## src/hmp_pkg.sv

```systemverilog
package hmp_pkg;
  // ---------------------------------------------------------------
  // Port register selects
  // ---------------------------------------------------------------
  localparam logic [1:0]  SEL_DATA    = 2'h0;
  localparam logic [1:0]  SEL_MAILBOX = 2'h1;
  localparam logic [1:0]  SEL_ADDR    = 2'h2;
  localparam logic [1:0]  SEL_STATUS  = 2'h3;
  // ---------------------------------------------------------------
  // Widths and reset values
  // ---------------------------------------------------------------
  localparam int          WORD_W      = 16;
  localparam int          MEM_AW      = 16;
  localparam logic [15:0] WORD_RST    = 16'h0000;
  localparam logic [15:0] PTR_STEP    = 16'h0001;
  // ---------------------------------------------------------------
  // Status word bit positions
  // ---------------------------------------------------------------
  localparam int          ST_OUT_FULL = 0;
  localparam int          ST_IN_FULL  = 1;
  localparam int          ST_MEM_BUSY = 2;
  // ---------------------------------------------------------------
  // Boot time the host must wait out after reset
  // ---------------------------------------------------------------
  localparam int          BOOT_TIME_MS = 3;
  typedef enum logic [1:0] {
    HMP_IDLE  = 2'b00,
    HMP_WRITE = 2'b01,
    HMP_READ  = 2'b10
  } hmp_state_t;
endpackage : hmp_pkg

```

## src/hmp_host_port.sv

```systemverilog
`timescale 1ns/10ps
// Function
// - The two select lines pick data, mailbox, address pointer or status.
// - Every port access moves one whole 16-bit word on the data lines.
// - Each data register access advances the address pointer by one.
// - Data register writes go straight to internal memory at the pointer; reads return a word prefetched from there.
// - The mailbox carries messages both from host to core and core to host.
// - The interrupt output is high while an outgoing message waits.
// - Strobes are active low and an access completes on the rising edge.
// - The status word is readable anytime with no side effects.
module hmp_host_port (
  input  wire logic        clk,                 // System clock
  input  wire logic        rst,                 // Async reset, active high
  input  wire logic        port_select_n,       // Host chip select
  input  wire logic        read_strobe_n,       // Host read strobe
  input  wire logic        write_strobe_n,      // Host write strobe
  input  wire logic        reg_sel_hi,          // Register select bit 1
  input  wire logic        reg_sel_lo,          // Register select bit 0
  input  wire logic [15:0] hostDataIn,          // Data lines in
  output logic      [15:0] hostDataOut,         // Data lines out
  output logic             hostDataOe,          // Data lines enable
  output logic             outgoing_mailbox_irq,// Outgoing message pending
  output logic      [15:0] memAddr,             // Memory address
  output logic      [15:0] memWrData,           // Memory write data
  output logic             memWrEn,             // Memory write pulse
  output logic             memRdEn,             // Memory read pulse
  input  wire logic [15:0] memRdData,           // Memory read data
  input  wire logic        memAck,              // Memory access done
  input  wire logic        cpuMboxWr,           // Core posts outgoing msg
  input  wire logic [15:0] cpuMboxWrData,       // Outgoing message
  input  wire logic        cpuMboxRd,           // Core takes incoming msg
  output logic      [15:0] cpuMboxRdData,       // Incoming message
  output logic             cpuMboxFull          // Incoming message waiting
);
  // ---------------------------------------------------------------
  // State
  // ---------------------------------------------------------------
  hmp_pkg::hmp_state_t state_r;
  hmp_pkg::hmp_state_t state_nxt;
  logic [15:0]         ptr_r;
  logic [15:0]         ptr_nxt;
  logic [15:0]         outBox_r;
  logic [15:0]         outBox_nxt;
  logic [15:0]         inBox_r;
  logic [15:0]         inBox_nxt;
  logic [15:0]         rdLatch_r;
  logic [15:0]         rdLatch_nxt;
  logic [15:0]         dOut_r;
  logic [15:0]         dOut_nxt;
  logic [15:0]         mAddr_r;
  logic [15:0]         mAddr_nxt;
  logic [15:0]         mWd_r;
  logic [15:0]         mWd_nxt;
  logic                outFull_r;
  logic                outFull_nxt;
  logic                inFull_r;
  logic                inFull_nxt;
  logic                oe_r;
  logic                oe_nxt;
  logic                mWe_r;
  logic                mWe_nxt;
  logic                mRe_r;
  logic                mRe_nxt;
  logic                rdPrev_r;
  logic                wrPrev_r;
  logic                irq_r;
  logic [1:0]          sel;
  logic                rdQual;
  logic                wrQual;
  logic                rdEnd;
  logic                wrEnd;

  function automatic logic [15:0] bump(input logic [15:0] p);
    bump = p + hmp_pkg::PTR_STEP;
  endfunction : bump

  // ---------------------------------------------------------------
  // Host strobe decode
  // ---------------------------------------------------------------
  assign sel    = {reg_sel_hi, reg_sel_lo};
  assign rdQual = !port_select_n && !read_strobe_n;
  assign wrQual = !port_select_n && !write_strobe_n;
  assign rdEnd  = rdPrev_r && !rdQual;
  assign wrEnd  = wrPrev_r && !wrQual;

  // ---------------------------------------------------------------
  // Next state
  // ---------------------------------------------------------------
  always_comb begin
    state_nxt   = state_r;
    ptr_nxt     = ptr_r;
    outBox_nxt  = outBox_r;
    inBox_nxt   = inBox_r;
    outFull_nxt = outFull_r;
    inFull_nxt  = inFull_r;
    rdLatch_nxt = rdLatch_r;
    mAddr_nxt   = mAddr_r;
    mWd_nxt     = mWd_r;
    mWe_nxt     = 1'b0;
    mRe_nxt     = 1'b0;
    oe_nxt      = rdQual;
    // Core side of mailbox; a host mailbox write below beats cpuMboxRd, but cpuMboxWr beats a host mailbox read
    if (cpuMboxRd) inFull_nxt = 1'b0;
    if (cpuMboxWr) begin
      outBox_nxt  = cpuMboxWrData;
      outFull_nxt = 1'b1;
    end
    case (sel)
      hmp_pkg::SEL_DATA:    dOut_nxt = rdLatch_r;
      hmp_pkg::SEL_MAILBOX: dOut_nxt = outBox_r;
      hmp_pkg::SEL_ADDR:    dOut_nxt = ptr_r;
      hmp_pkg::SEL_STATUS:  dOut_nxt = {13'h0000,
                               state_r != hmp_pkg::HMP_IDLE,
                               inFull_r, outFull_r};
      default:              dOut_nxt = hmp_pkg::WORD_RST;
    endcase
    // Memory answers first, so a status or mailbox access never loses one
    case (state_r)
      hmp_pkg::HMP_WRITE: begin
        if (memAck) begin
          state_nxt = hmp_pkg::HMP_READ;
          mAddr_nxt = ptr_r;
          mRe_nxt   = 1'b1;
        end
      end
      hmp_pkg::HMP_READ: begin
        if (memAck) begin
          rdLatch_nxt = memRdData;
          state_nxt   = hmp_pkg::HMP_IDLE;
        end
      end
      default: state_nxt = hmp_pkg::HMP_IDLE;
    endcase
    if (wrEnd) begin
      case (sel)
        hmp_pkg::SEL_DATA: begin
          mAddr_nxt = ptr_r;
          mWd_nxt   = hostDataIn;
          mWe_nxt   = 1'b1;
          ptr_nxt   = bump(ptr_r);
          state_nxt = hmp_pkg::HMP_WRITE;
        end
        hmp_pkg::SEL_MAILBOX: begin
          inBox_nxt  = hostDataIn;
          inFull_nxt = 1'b1;
        end
        hmp_pkg::SEL_ADDR: begin
          ptr_nxt   = hostDataIn;
          mAddr_nxt = hostDataIn;
          mRe_nxt   = 1'b1;
          state_nxt = hmp_pkg::HMP_READ;
        end
        default: ;
      endcase
    end else if (rdEnd) begin
      case (sel)
        hmp_pkg::SEL_DATA: begin
          ptr_nxt   = bump(ptr_r);
          mAddr_nxt = bump(ptr_r);
          mRe_nxt   = 1'b1;
          state_nxt = hmp_pkg::HMP_READ;
        end
        hmp_pkg::SEL_MAILBOX: outFull_nxt = cpuMboxWr;
        default: ;
      endcase
    end
  end

  // ---------------------------------------------------------------
  // Registers
  // ---------------------------------------------------------------
  always_ff @(posedge clk or posedge rst) begin
    if (rst) begin
      state_r   <= hmp_pkg::HMP_IDLE;
      ptr_r     <= hmp_pkg::WORD_RST;
      outBox_r  <= hmp_pkg::WORD_RST;
      inBox_r   <= hmp_pkg::WORD_RST;
      rdLatch_r <= hmp_pkg::WORD_RST;
      dOut_r    <= hmp_pkg::WORD_RST;
      mAddr_r   <= hmp_pkg::WORD_RST;
      mWd_r     <= hmp_pkg::WORD_RST;
      outFull_r <= 1'b0;
      inFull_r  <= 1'b0;
      oe_r      <= 1'b0;
      mWe_r     <= 1'b0;
      mRe_r     <= 1'b0;
      rdPrev_r  <= 1'b0;
      wrPrev_r  <= 1'b0;
      irq_r     <= 1'b0;
    end else begin
      state_r   <= state_nxt;
      ptr_r     <= ptr_nxt;
      outBox_r  <= outBox_nxt;
      inBox_r   <= inBox_nxt;
      rdLatch_r <= rdLatch_nxt;
      dOut_r    <= dOut_nxt;
      mAddr_r   <= mAddr_nxt;
      mWd_r     <= mWd_nxt;
      outFull_r <= outFull_nxt;
      inFull_r  <= inFull_nxt;
      oe_r      <= oe_nxt;
      mWe_r     <= mWe_nxt;
      mRe_r     <= mRe_nxt;
      rdPrev_r  <= rdQual;
      wrPrev_r  <= wrQual;
      irq_r     <= outFull_nxt;
    end
  end

  assign hostDataOut          = dOut_r;
  assign hostDataOe           = oe_r;
  assign outgoing_mailbox_irq = irq_r;
  assign memAddr              = mAddr_r;
  assign memWrData            = mWd_r;
  assign memWrEn              = mWe_r;
  assign memRdEn              = mRe_r;
  assign cpuMboxRdData        = inBox_r;
  assign cpuMboxFull          = inFull_r;
endmodule : hmp_host_port

```

## config.mk

```make
export PLATFORM = sky130hd
export DESIGN_NAME = hmp_host_port
export DESIGN_NICKNAME = d
export VERILOG_FILES = /design/src/hmp_pkg.sv /design/src/hmp_host_port.sv
export SDC_FILE = /design/constraint.sdc
export NUM_CORES = 1
export LEC_CHECK = 0
export BUFFER_PORTS_ARGS = -buffer_cell sky130_fd_sc_hd__clkbuf_2
export CORE_MARGIN = 10
export CORE_UTILIZATION = 35
export DETAILED_ROUTE_END_ITERATION = 12
export PLACE_DENSITY = 0.61
export SKIP_LAST_GASP = 1
export SLEW_MARGIN = 20
export SYNTH_ARGS = -nofsm -noshare
export SYNTH_HDL_FRONTEND = slang
export SYNTH_SLANG_ARGS = --single-unit
```

## constraint.sdc

```tcl
create_clock -name clk -period 5.3 [get_ports clk]
set_input_delay 0.795 -clock clk [delete_from_list [all_inputs] [get_ports clk]]
set_output_delay 0.795 -clock clk [all_outputs]
set_load 0.01 [all_outputs]
```

# Yosys cells after proc, flatten, opt, wreduce, memory -nomap -nowiden
# Index checks and enable logic that the tools add are counted.
[classes] div_mod_pow=0 n_reduce_logical=18 n_eq_ne=5 shifts=0 n_bitwise=0 add_sub_neg=1 muxes=33 n_lt_le_gt_ge=0 mul=0
[op_table] cell="$mux 16" n=8
[op_table] cell="$pmux 16 s2" n=2
[op_table] cell="$pmux 16 s4" n=1
[op_table] cell="$add 16x1->16 const B" n=1
[op_table] cell="$mux 1" n=15
[op_table] cell="$mux 2" n=5
[op_table] cell="$pmux 2 s2" n=2
[op_table] cell="$reduce_bool 2->1" n=4
[op_table] cell="$eq 2x2->1 const B" n=3
[op_table] cell="$reduce_and 2->1" n=3
[op_table] cell="$logic_not 1->1" n=5
[op_table] cell="$eq 2x1->1 const B" n=2
[op_table] cell="$logic_and 1x1->1" n=4
[op_table] cell="$reduce_and 3->1" n=1
[op_table] cell="$logic_not 2->1" n=1
[totals] regBits=120 out_inout_bits=69 romBits=0 ramBits=0 mem_count=0 latch_bits=0 input_bits=58 elab_cells=71

# Depth between registers and ports, before layout
# Gate-level depths: netlist (run 1).
[depth] depth_word=6 mapped_depth=8 mapped_depth_nobuf=6

# Worst setup path before layout (run 1)
# No wires, ideal clock.
[synth_path] kind="input to register" from="input port reg_sel_lo" to="register inBox_r[0], in the netlist cpuMboxRdData[0]" n_path_buf=2 arrival_time_ns=1.952 path_slack_ns=3.223 required_ns=5.175 cell_stages=5 setup_time_ns=0.125 path_cell_list="buf_2 inv_1 nor3_4 buf_4 mux2_2"
[synth_between] elab_chain_cells=2
[synth_lines] element="start, declared" line="hmp_host_port.sv:18" text="input wire logic reg_sel_lo,"
[synth_lines] element="$eq 2x1->1" line="hmp_host_port.sv:135" text="case (sel)"
[synth_lines] element="$reduce_and 2->1 (no source line)"
[synth_lines] element="end signal, assigned" line="hmp_host_port.sv:177" text="inBox_r <= hmp_pkg::WORD_RST;"
[synth_lines] element="end signal, assigned" line="hmp_host_port.sv:194" text="inBox_r <= inBox_nxt;"
[synth_lines] element="end, declared" line="hmp_host_port.sv:44" text="logic [15:0] inBox_r;"
# No other way between the ends.
# A chain may end at the register's enable or synchronous reset.

# Worst setup path in the final report (run 1)
[layout_path] from="input port reg_sel_hi" to="register ptr_r[6]"
[layout_between] elab_chain_cells=3 word_cells_on_any_way=7 classes_between="1 x eq/ne; 2 x mux; 4 x reduce/logical"
[layout_lines] element="start, declared" line="hmp_host_port.sv:17" text="input wire logic reg_sel_hi,"
[layout_lines] element="$eq 2x2->1 or $logic_not 2->1 (tied branches)" line="hmp_host_port.sv:135, hmp_host_port.sv:156"
[layout_lines] element="$pmux 16 s2 or $reduce_bool 2->1 (tied branches)"
[layout_lines] element="$mux 16 or $reduce_and 3->1 (tied branches)"
[layout_lines] element="end signal, assigned" line="hmp_host_port.sv:175" text="ptr_r <= hmp_pkg::WORD_RST;"
[layout_lines] element="end signal, assigned" line="hmp_host_port.sv:192" text="ptr_r <= ptr_nxt;"
[layout_lines] element="end, declared" line="hmp_host_port.sv:40" text="logic [15:0] ptr_r;"
# Parallel ways exist; a longest one is shown, timed or not.

==> flow_metrics.py, run 1 <==
metrics = {
    "route": {
        "drc": 0,
        "drt-total-wl_um": 17600,
        "ant_nets": 0,
        "vias_per_cell": 5.30,
        "vias": 4634,
        "post_drt_wl_per_cell_um": 20.2,
        "drtIter0Drc": 299,
        "firstDrtPassIters": 4,
    },
    "synth": {
        "synth_top_area_share": 0.506,
        "yosysMostFrequentCell": "dfrtp_1",
        "yosysTopAreaCell": "dfrtp_1",
        "synth-seq-cells": 120,
        "syn_inst": 531,
        "synth.top_cells.by_count": "120 x dfrtp_1, 73 x nand2_1, 58 x mux2_2",
        "syn-num-nets": 593,
        "synth_seq_area_share": 0.506,
        "yosys.cell_types.count": 63,
        "synth_flop_cell": "dfrtp_1",
        "ys_async_sr_fraction": 1.00,
        "yosys-top-cells-area": "dfrtp_1 51%, mux2_2 11%, mux2i_1 4.7%",
        "synth_area_per_cell_um2": 11.2,
        "synth-edff-count": 0,
        "ys_warn_count": 0,
        "synth_area_um2": 5930,
    },
    "worst_setup_path": {
        "crit_type": "in -> reg",
        "worst_ep_required_time_ps": 5610,
        "critPathMaxStageDelay_ps": 830,
        "slowest_stage": "o22ai_2",
        "endpoint": "ptr_r[6]",
        "reg2reg_depth": 6,
        "worstPathArrival_ps": 3200,
        "r2r_start": "state_r[1]",
        "worstPathMaxFanout": 25,
        "crit_start": "reg_sel_hi",
        "worstReg2RegEnd": "memAddr[12]",
        "crit_path_end_kind": "flip-flop",
        "rrSetupSlack_ps": 2770,
        "worstSetupStartpointType": "input port",
        "path_cells": "clkbuf_2 > buf_4 > or2_1 > o22ai_2 > o21ai_0 > a22o_1",
    },
    "pwr": {
        "intPower_uw": 2200,
        "max-vdd-ir-drop_v": 0.000253,
        "swShare": 0.301,
        "p_comb_frac": 0.210,
        "pwr-share-clk": 0.373,
        "powerDensity_nw_per_um2": 435,
        "power_uw": 3150,
        "p_leak_uw": 0.00333,
        "p_seq_frac": 0.417,
        "power.switching_uw": 947,
    },
    "final_layout": {
        "area_growth_pct": 22.3,
        "fin_nets": 703,
        "drive_gt1_frac": 0.367,
        "antenna_cells": 0,
        "final_area_um2": 7250,
    },
    "sta": {
        "hold_violations": 0,
        "fmax_mhz": 346,
        "timing.final.max_slew_violations": 0,
        "setup_slack_ps": 2410,
        "whs_ps": 474,
        "finClkSkew_ps": 7.80,
        "fin_crit_sh": 0.545,
        "relSlewSlack": 0.292,
        "post-route-min-period_ps": 2890,
        "rsz0062_at_grt": "false",
        "setup_tns_ps": 0,
        "tightest_slew_ps": 1060,
        "finalSetupViolations": 0,
    },
    "placement": {
        "dp_slack_ps": 2040,
        "place_area_um2": 6640,
        "place_congestion": 0.888,
        "numPortBuffers": 126,
        "dp_hpwl_um": 12500,
    },
    "die": {
        "die_x_um": 150,
        "io_pins": 127,
        "dieHeight_um": 150,
        "die_area_um2": 22500,
        "start_util": 0.358,
        "core-area_um2": 16600,
        "row_count": 47,
    },
    "global_routing": {
        "grt_first_pass_wirelength_um": 27600,
        "antenna_found_initial": 0,
        "grt_max_degree": 82,
        "grt_pass1_vias": 5015,
        "grt_overflow_total": 0,
        "grtUsageTotal": 0.159,
    },
    "clock_tree": {
        "clk_pin_slew_ps": 60,
        "ctsHtreeMaxLevel": 4,
        "cts_setup_buffers": 0,
        "cts_tree": "built",
        "cts-resized-gates": 0,
        "cts_root_buf": "clkbuf_16",
        "numClockSinks": 120,
        "numCtsBuffers": 17,
        "clk_path_buf_depth": 2,
        "cts_hold_buf": 0,
        "insertion_delay_ps": 420,
    },
    "run": {
        "cap_violations": 0,
    },
    "worst_hold_path": {
        "worst_hold_path_type": "reg -> reg",
    },
    "run_status": {
        "outcome": "finished, final reports clean",
    },
}
[worst min-delay path by stage]
stage / cells after the start / end / start / slack [ps]
final: 2 / memWrData[5] / memWrData[5] / 470
after global routing: 1 / rdLatch_r[9] / rdLatch_r[9] / 510
after CTS: 2 / memWrData[5] / memWrData[5] / 480
after detailed placement: 2 / memWrData[5] / memWrData[5] / 470
after global placement: 2 / memWrData[12] / memWrData[12] / 460
after floorplan: 1 / rdLatch_r[0] / rdLatch_r[0] / 470
[registers in the layout (all words and copies together), names as in the netlist, 2 cells and up]
| signal | flops |
|---|---|
| hostDataOut | 16 |
| outBox_r | 16 |
| memAddr | 16 |
| memWrData | 16 |
| rdLatch_r | 16 |
| state_r | 2 |
| ptr_r | 16 |
| cpuMboxRdData | 16 |
[cells in the final DEF, fill, tap and decap left out, types with 5 or more instances in the layout]
master,Yosys,routed
a211oi_1,9,9
a21boi_0,6,6
a21oi_1,13,13
a22oi_1,7,7
a31oi_1,7,7
buf_4,11,6
clkbuf_16,0,17
clkbuf_2,0,126
dfrtp_1,120,120
inv_1,9,8
mux2_2,58,58
mux2i_1,28,28
nand2_1,73,73
nand3_1,9,9
nor2_1,12,12
nor3_1,9,9
o21ai_0,31,31
o22ai_1,9,9
o2bb2ai_1,5,5
xnor2_1,9,9
[layout make-up]
cell class | count | area, µm²
fill | 1618 | 9330
sequential | 120 | 3000
multi-input combinational | 360 | 2660
timing repair buffer | 132 | 676
clock buffer | 24 | 482
tap | 220 | 275
clock inverter | 8 | 119
inverter | 10 | 40.0
[power by group through the flow]
stage	Combinational, µW	Sequential (µW)	Clock (µW)
after floorplan	445	1280	0
after global placement	656	1310	0
after detailed placement	669	1320	0
after CTS	671	1310	1210
after global routing	739	1340	1250
final	660	1310	1180
[layer usage]
layer,vias up,part of all wire,track usage
met5,-,0,0
met2,180,0.46,0.245
li1,2138,-,-
met1,2288,0.43,0.192
met4,0,0.022,0.0690
met3,28,0.090,0.0627
[logic make-up after synthesis]
group | share of synthesized area
AND/OR/NAND/NOR | 0.115
AO/OA/AOI/OAI | 0.139
multiplexers | 0.169
adder cells (fa/ha/maj) | 0.00844
XOR/XNOR | 0.0177
flip-flops | 0.506
buffers and inverters | 0.0454
[stage by stage]
| step | std cells | util |
|---|---|---|
| 2_1_floorplan | 531 | - |
| 3_3_place_gp | 841 | 0.401 |
| 3_5_place_dp | 841 | 0.401 |
| 4_1_cts | 873 | 0.437 |
| 5_1_grt | 874 | 0.437 |
| 6_report | 874 | 0.437 |
[worst max-delay path: cells and delay by family]
kind                   cells  cell delay (ps)
AO/OA/AOI/OAI              3             1340
AND/OR/NAND/NOR            1              380
buffers and inverters      2              670
(Power assumes the default switching activity.)
==> run 2, diff against run 1 <==
- PLACE_DENSITY: 0.61 -> 0.63
- clock period: 5.3 -> 2.5 ns (I/O delays scaled with it)
==> run 2 against run 1 <==
Effect of this change:
- sequential cell count did not move
- sequential power rose by 110%
- final cell count rose by 1.8%
- critical path type is now reg -> reg
- final area rose by 2.4%
- worst setup slack got worse by 2100 ps
- via count rose by 2.2%
==> flow_metrics.py, run 2 (synthesized netlist as in run 1, its figures left out) <==
metrics = {
    "die": {
        "die_area_um2": 22500,
        "core-area_um2": 16600,
        "row_count": 47,
        "die_x_um": 150,
        "dieHeight_um": 150,
        "io_pins": 127,
        "start_util": 0.358,
    },
    "run": {
        "cap_violations": 0,
    },
    "worst_setup_path": {
        "worstReg2RegEnd": "ptr_r[10]",
        "worstPathArrival_ps": 2460,
        "rrSetupSlack_ps": 330,
        "slowest_stage": "dfrtp_1",
        "path_cells": "ha_1 > nand3_2 > or4_4 > o22ai_1 > o2bb2a_1",
        "worst_ep_required_time_ps": 2790,
        "r2r_start": "ptr_r[0]",
        "crit_family": "simple AND/OR/NAND/NOR gates",
        "crit_path_end_kind": "flip-flop",
        "reg2reg_depth": 5,
        "path_buf_inv": 0,
        "critPathMaxStageDelay_ps": 560,
        "worstPathMaxFanout": 10,
        "worstSetupStartpointType": "flip-flop",
        "crit_type": "reg -> reg",
    },
    "sta": {
        "setup_slack_ps": 329,
        "timing.final.max_slew_violations": 0,
        "finClkSkew_ps": 11.8,
        "rsz0062_at_grt": "false",
        "hold_violations": 0,
        "relSlewSlack": 0.350,
        "tightest_slew_ps": 971,
        "setup_tns_ps": 0,
        "whs_ps": 166,
        "post-route-min-period_ps": 2170,
        "fmax_mhz": 461,
        "finalSetupViolations": 0,
        "fin_crit_sh": 0.868,
    },
    "final_layout": {
        "antenna_cells": 0,
        "fin_nets": 720,
        "final_common_cell": "clkbuf_2",
        "fill_cells": 1599,
        "area_growth_pct": 25.2,
        "drive_gt1_frac": 0.384,
        "final_cell_mix": "126 x clkbuf_2, 120 x dfrtp_1, 73 x nand2_1",
    },
    "worst_hold_path": {
        "min_from": "write_strobe_n",
        "worst_hold_path.endpoint": "wrPrev_r",
        "min_path_cells": 2,
        "worst_hold_path_type": "in -> reg",
    },
    "pwr": {
        "intPower_uw": 4740,
        "pwr-share-clk": 0.376,
        "max-vdd-ir-drop_v": 0.000499,
        "p_leak_uw": 0.00342,
        "power.switching_uw": 1990,
        "power_uw": 6740,
        "powerDensity_nw_per_um2": 907,
        "swShare": 0.296,
        "p_seq_frac": 0.412,
        "p_comb_frac": 0.212,
    },
    "placement": {
        "dp_slack_ps": 398,
        "dp_hpwl_um": 13000,
        "place_congestion": 0.889,
        "numPortBuffers": 126,
    },
    "clock_tree": {
        "clk_path_buf_depth": 2,
        "cts_hold_buf": 1,
        "clk_pin_slew_ps": 60,
        "ctsHtreeMaxLevel": 4,
        "cts_tree": "built",
        "cts_root_buf": "clkbuf_16",
        "cts-resized-gates": 0,
        "insertion_delay_ps": 410,
        "numClockSinks": 120,
        "cts_setup_buffers": 0,
        "numCtsBuffers": 17,
    },
    "route": {
        "drtIter0Drc": 343,
        "ant_nets": 0,
        "drt-total-wl_um": 17700,
        "vias": 4738,
        "drc": 0,
        "firstDrtPassIters": 7,
        "post_drt_wl_per_cell_um": 19.9,
        "vias_per_cell": 5.32,
    },
    "global_routing": {
        "grt_pass1_vias": 5033,
        "grt_overflow_total": 0,
        "grt_max_degree": 65,
        "grt_first_pass_wirelength_um": 27600,
        "antenna_found_initial": 0,
        "grtUsageTotal": 0.158,
    },
    "run_status": {
        "outcome": "finished, final reports clean",
    },
}
==> run 2: cell count changes in the layout (fill, tap and decap cells not counted), moves of 2 or more <==
cell | previous run | this run
buf_12 | 0 | 2
buf_4 | 6 | 20
clkbuf_1 | 4 | 2
clkbuf_8 | 3 | 5
clkinv_2 | 4 | 2
clkinvlp_4 | 0 | 3
==> run 2: power by group through the flow <==
stage / logic (µW) / clock network, µW / registers [µW]
2_1_floorplan: 944 / 0 / 2710
3_3_place_gp: 1410 / 0 / 2790
3_5_place_dp: 1440 / 0 / 2800
4_1_cts: 1450 / 2590 / 2770
5_1_grt: 1580 / 2670 / 2840
6_report: 1430 / 2530 / 2780
==> run 2: worst max-delay path by stage <==
stage                         from  cells after the start  slack [ps]           to
after floorplan                rst                      1         660  cpuMboxFull
after global placement    ptr_r[0]                      5         390    ptr_r[10]
after detailed placement  ptr_r[0]                      5         400    ptr_r[10]
after CTS                 ptr_r[0]                      5         380    ptr_r[10]
after global routing      ptr_r[0]                      5         250  memAddr[10]
final                     ptr_r[0]                      5         330    ptr_r[10]
==> run 2: routing by layer <==
layer	vias to the layer above	part of all wire	track usage
met4	0	0.028	0.0734
met2	217	0.46	0.245
met3	36	0.090	0.0519
li1	2180	-	-
met1	2305	0.42	0.197
met5	-	0	0
==> run 2: through the flow <==
| step | cells | cell area (µm²) | util |
|---|---|---|---|
| floorplan | 531 | 5930 | - |
| global placement | 858 | 6800 | 0.410 |
| detailed placement | 858 | 6800 | 0.410 |
| CTS | 890 | 7420 | 0.448 |
| global route | 890 | 7420 | 0.448 |
| finish | 890 | 7420 | 0.448 |
==> run 2: final cells by class <==
type | instances | area (µm²) | share of cell area
Tap cell | 220 | 275 | 0.0371
Multi-Input combinational cell | 360 | 2660 | 0.358
Clock buffer | 24 | 502 | 0.0676
Clock inverter | 7 | 115 | 0.0155
Timing Repair Buffer | 149 | 831 | 0.112
Sequential cell | 120 | 3000 | 0.404
Inverter | 10 | 41.3 | 0.00556
==> run 3, diff against run 2 <==
- clock period: 2.5 -> 1.9 ns (I/O delays scaled with it)
==> run 3 against run 2 <==
Effect of this change:
- sequential power rose by 27%
- maximum frequency grew 18%
- hold slack worse by 93 ps
- global-route usage rose by 1.1 points
- register-to-register slack lost 270 ps
- critical path depth grew 2
- largest power group unchanged
- highest routed layer unchanged
==> flow_metrics.py, run 3 (synthesized netlist as in run 1, its figures left out) <==
metrics = {
    "sta": {
        "tightest_slew_ps": 607,
        "rsz0062_at_grt": "false",
        "setup_tns_ps": 0,
        "hold_violations": 0,
        "fmax_mhz": 544,
        "finClkSkew_ps": 8.70,
        "setup_slack_ps": 62.6,
        "finalSetupViolations": 0,
        "relSlewSlack": 0.594,
        "fin_crit_sh": 0.967,
        "whs_ps": 73.6,
        "timing.final.max_slew_violations": 0,
        "post-route-min-period_ps": 1840,
    },
    "clock_tree": {
        "numClockSinks": 120,
        "numCtsBuffers": 17,
        "clk_path_buf_depth": 2,
        "cts_setup_buffers": 0,
        "clk_pin_slew_ps": 60,
        "ctsHtreeMaxLevel": 4,
        "cts_tree": "built",
        "cts_root_buf": "clkbuf_16",
        "insertion_delay_ps": 420,
    },
    "global_routing": {
        "grt_overflow_total": 0,
        "grt_first_pass_wirelength_um": 29600,
        "grtUsageTotal": 0.169,
        "grt_max_degree": 40,
        "grt_pass1_vias": 5172,
        "antenna_found_initial": 0,
    },
    "placement": {
        "dp_slack_ps": 120,
        "dp_hpwl_um": 13600,
        "dp_cells": 881,
        "place_congestion": 0.938,
        "numPortBuffers": 126,
    },
    "die": {
        "dieHeight_um": 150,
        "die_x_um": 150,
        "die_area_um2": 22500,
        "row_count": 47,
        "core-area_um2": 16600,
        "io_pins": 127,
        "start_util": 0.358,
    },
    "pwr": {
        "power.switching_uw": 2710,
        "max-vdd-ir-drop_v": 0.000667,
        "swShare": 0.298,
        "p_comb_frac": 0.239,
        "p_leak_uw": 0.00355,
        "intPower_uw": 6370,
        "powerDensity_nw_per_um2": 1190,
        "pwr-share-clk": 0.372,
        "p_seq_frac": 0.389,
    },
    "worst_hold_path": {
        "worst_hold_path_type": "in -> reg",
    },
    "final_layout": {
        "antenna_cells": 0,
        "area_growth_pct": 28.7,
        "drive_gt1_frac": 0.403,
        "final_cell_mix": "126 x clkbuf_2, 120 x dfrtp_1, 73 x nand2_1",
        "fill_cells": 1569,
        "postLayoutCoreUtil": 0.460,
        "layout.cells.non_filler": 913,
        "fin_nets": 743,
        "final_common_cell": "clkbuf_2",
    },
    "route": {
        "vias_per_cell": 5.24,
        "ant_nets": 0,
        "firstDrtPassIters": 5,
        "vias": 4786,
        "drc": 0,
        "post_drt_wl_per_cell_um": 20.3,
        "drtIter0Drc": 286,
        "drt-total-wl_um": 18500,
    },
    "worst_setup_path": {
        "crit_type": "reg -> reg",
        "worstPathArrival_ps": 2140,
        "worstPathMaxFanout": 10,
        "worst_ep_required_time_ps": 2200,
        "crit_path_end_kind": "flip-flop",
        "worstSetupStartpointType": "flip-flop",
    },
    "run": {
        "cap_violations": 0,
    },
    "run_status": {
        "outcome": "finished, final reports clean",
    },
}
run 3: cell type report:
cell class | count | area (µm²) | share of cell area
clock inverters | 9 | 148 | 0.0193
flip-flops and latches | 120 | 3000 | 0.394
well taps | 220 | 275 | 0.0361
repair buffers | 172 | 1040 | 0.136
multi-input cells | 360 | 2660 | 0.348
clock buffers | 22 | 464 | 0.0608
inverters | 10 | 41.3 | 0.00541
run 3: power groups by stage:
stage                     Clock (µW)  Combinational (µW)  Sequential (µW)
final                           3380                2170             3540
after detailed placement           0                2180             3560
after global placement             0                2140             3540
after CTS                       3430                2190             3530
after floorplan                    0                1240             3560
after global routing            3540                2400             3600
run 3: worst max-delay path, cell delays in order (launching register included):
cell	delay, ps
dfrtp_1	390
inv_1	80
ha_1	190
nand2_1	80
buf_4	200
mux2i_1	360
mux2i_1	120
a211o_1	300
run 3: stage by stage:
step	cell area, µm²	total power (µW)
after floorplan	5930	4810
after global placement	7010	5680
after detailed placement	7010	5740
after CTS	7630	9150
after global routing	7630	9540
final	7630	9090
run 3: layer usage:
metal | up-vias | GRT usage | routed length [µm]
li1 | 2215 | - | -
met1 | 2376 | 0.217 | 8140
met2 | 171 | 0.264 | 8600
met3 | 24 | 0.0528 | 1420
met4 | 0 | 0.0612 | 352
met5 | - | 0 | 0
run 3: what timing repair did:
item,CTS,global route
resized for setup,0,1
hold buffers,1,0
hold endpoints to repair,18,0
setup endpoints to repair,0,1
run 3: path summary, 6_finish.rpt:
path	start	to	slack (ps)	cells after the start
min reg2reg	memWrData[0]	memWrData[0]	480	2
min	read_strobe_n	rdPrev_r	70	2
max reg2reg	state_r[1]	memAddr[3]	60	7
max in group asynchronous	rst	cpuMboxRdData[5]	860	4
max	state_r[1]	memAddr[3]	60	7
min in group asynchronous	rst	memWrData[13]	470	3
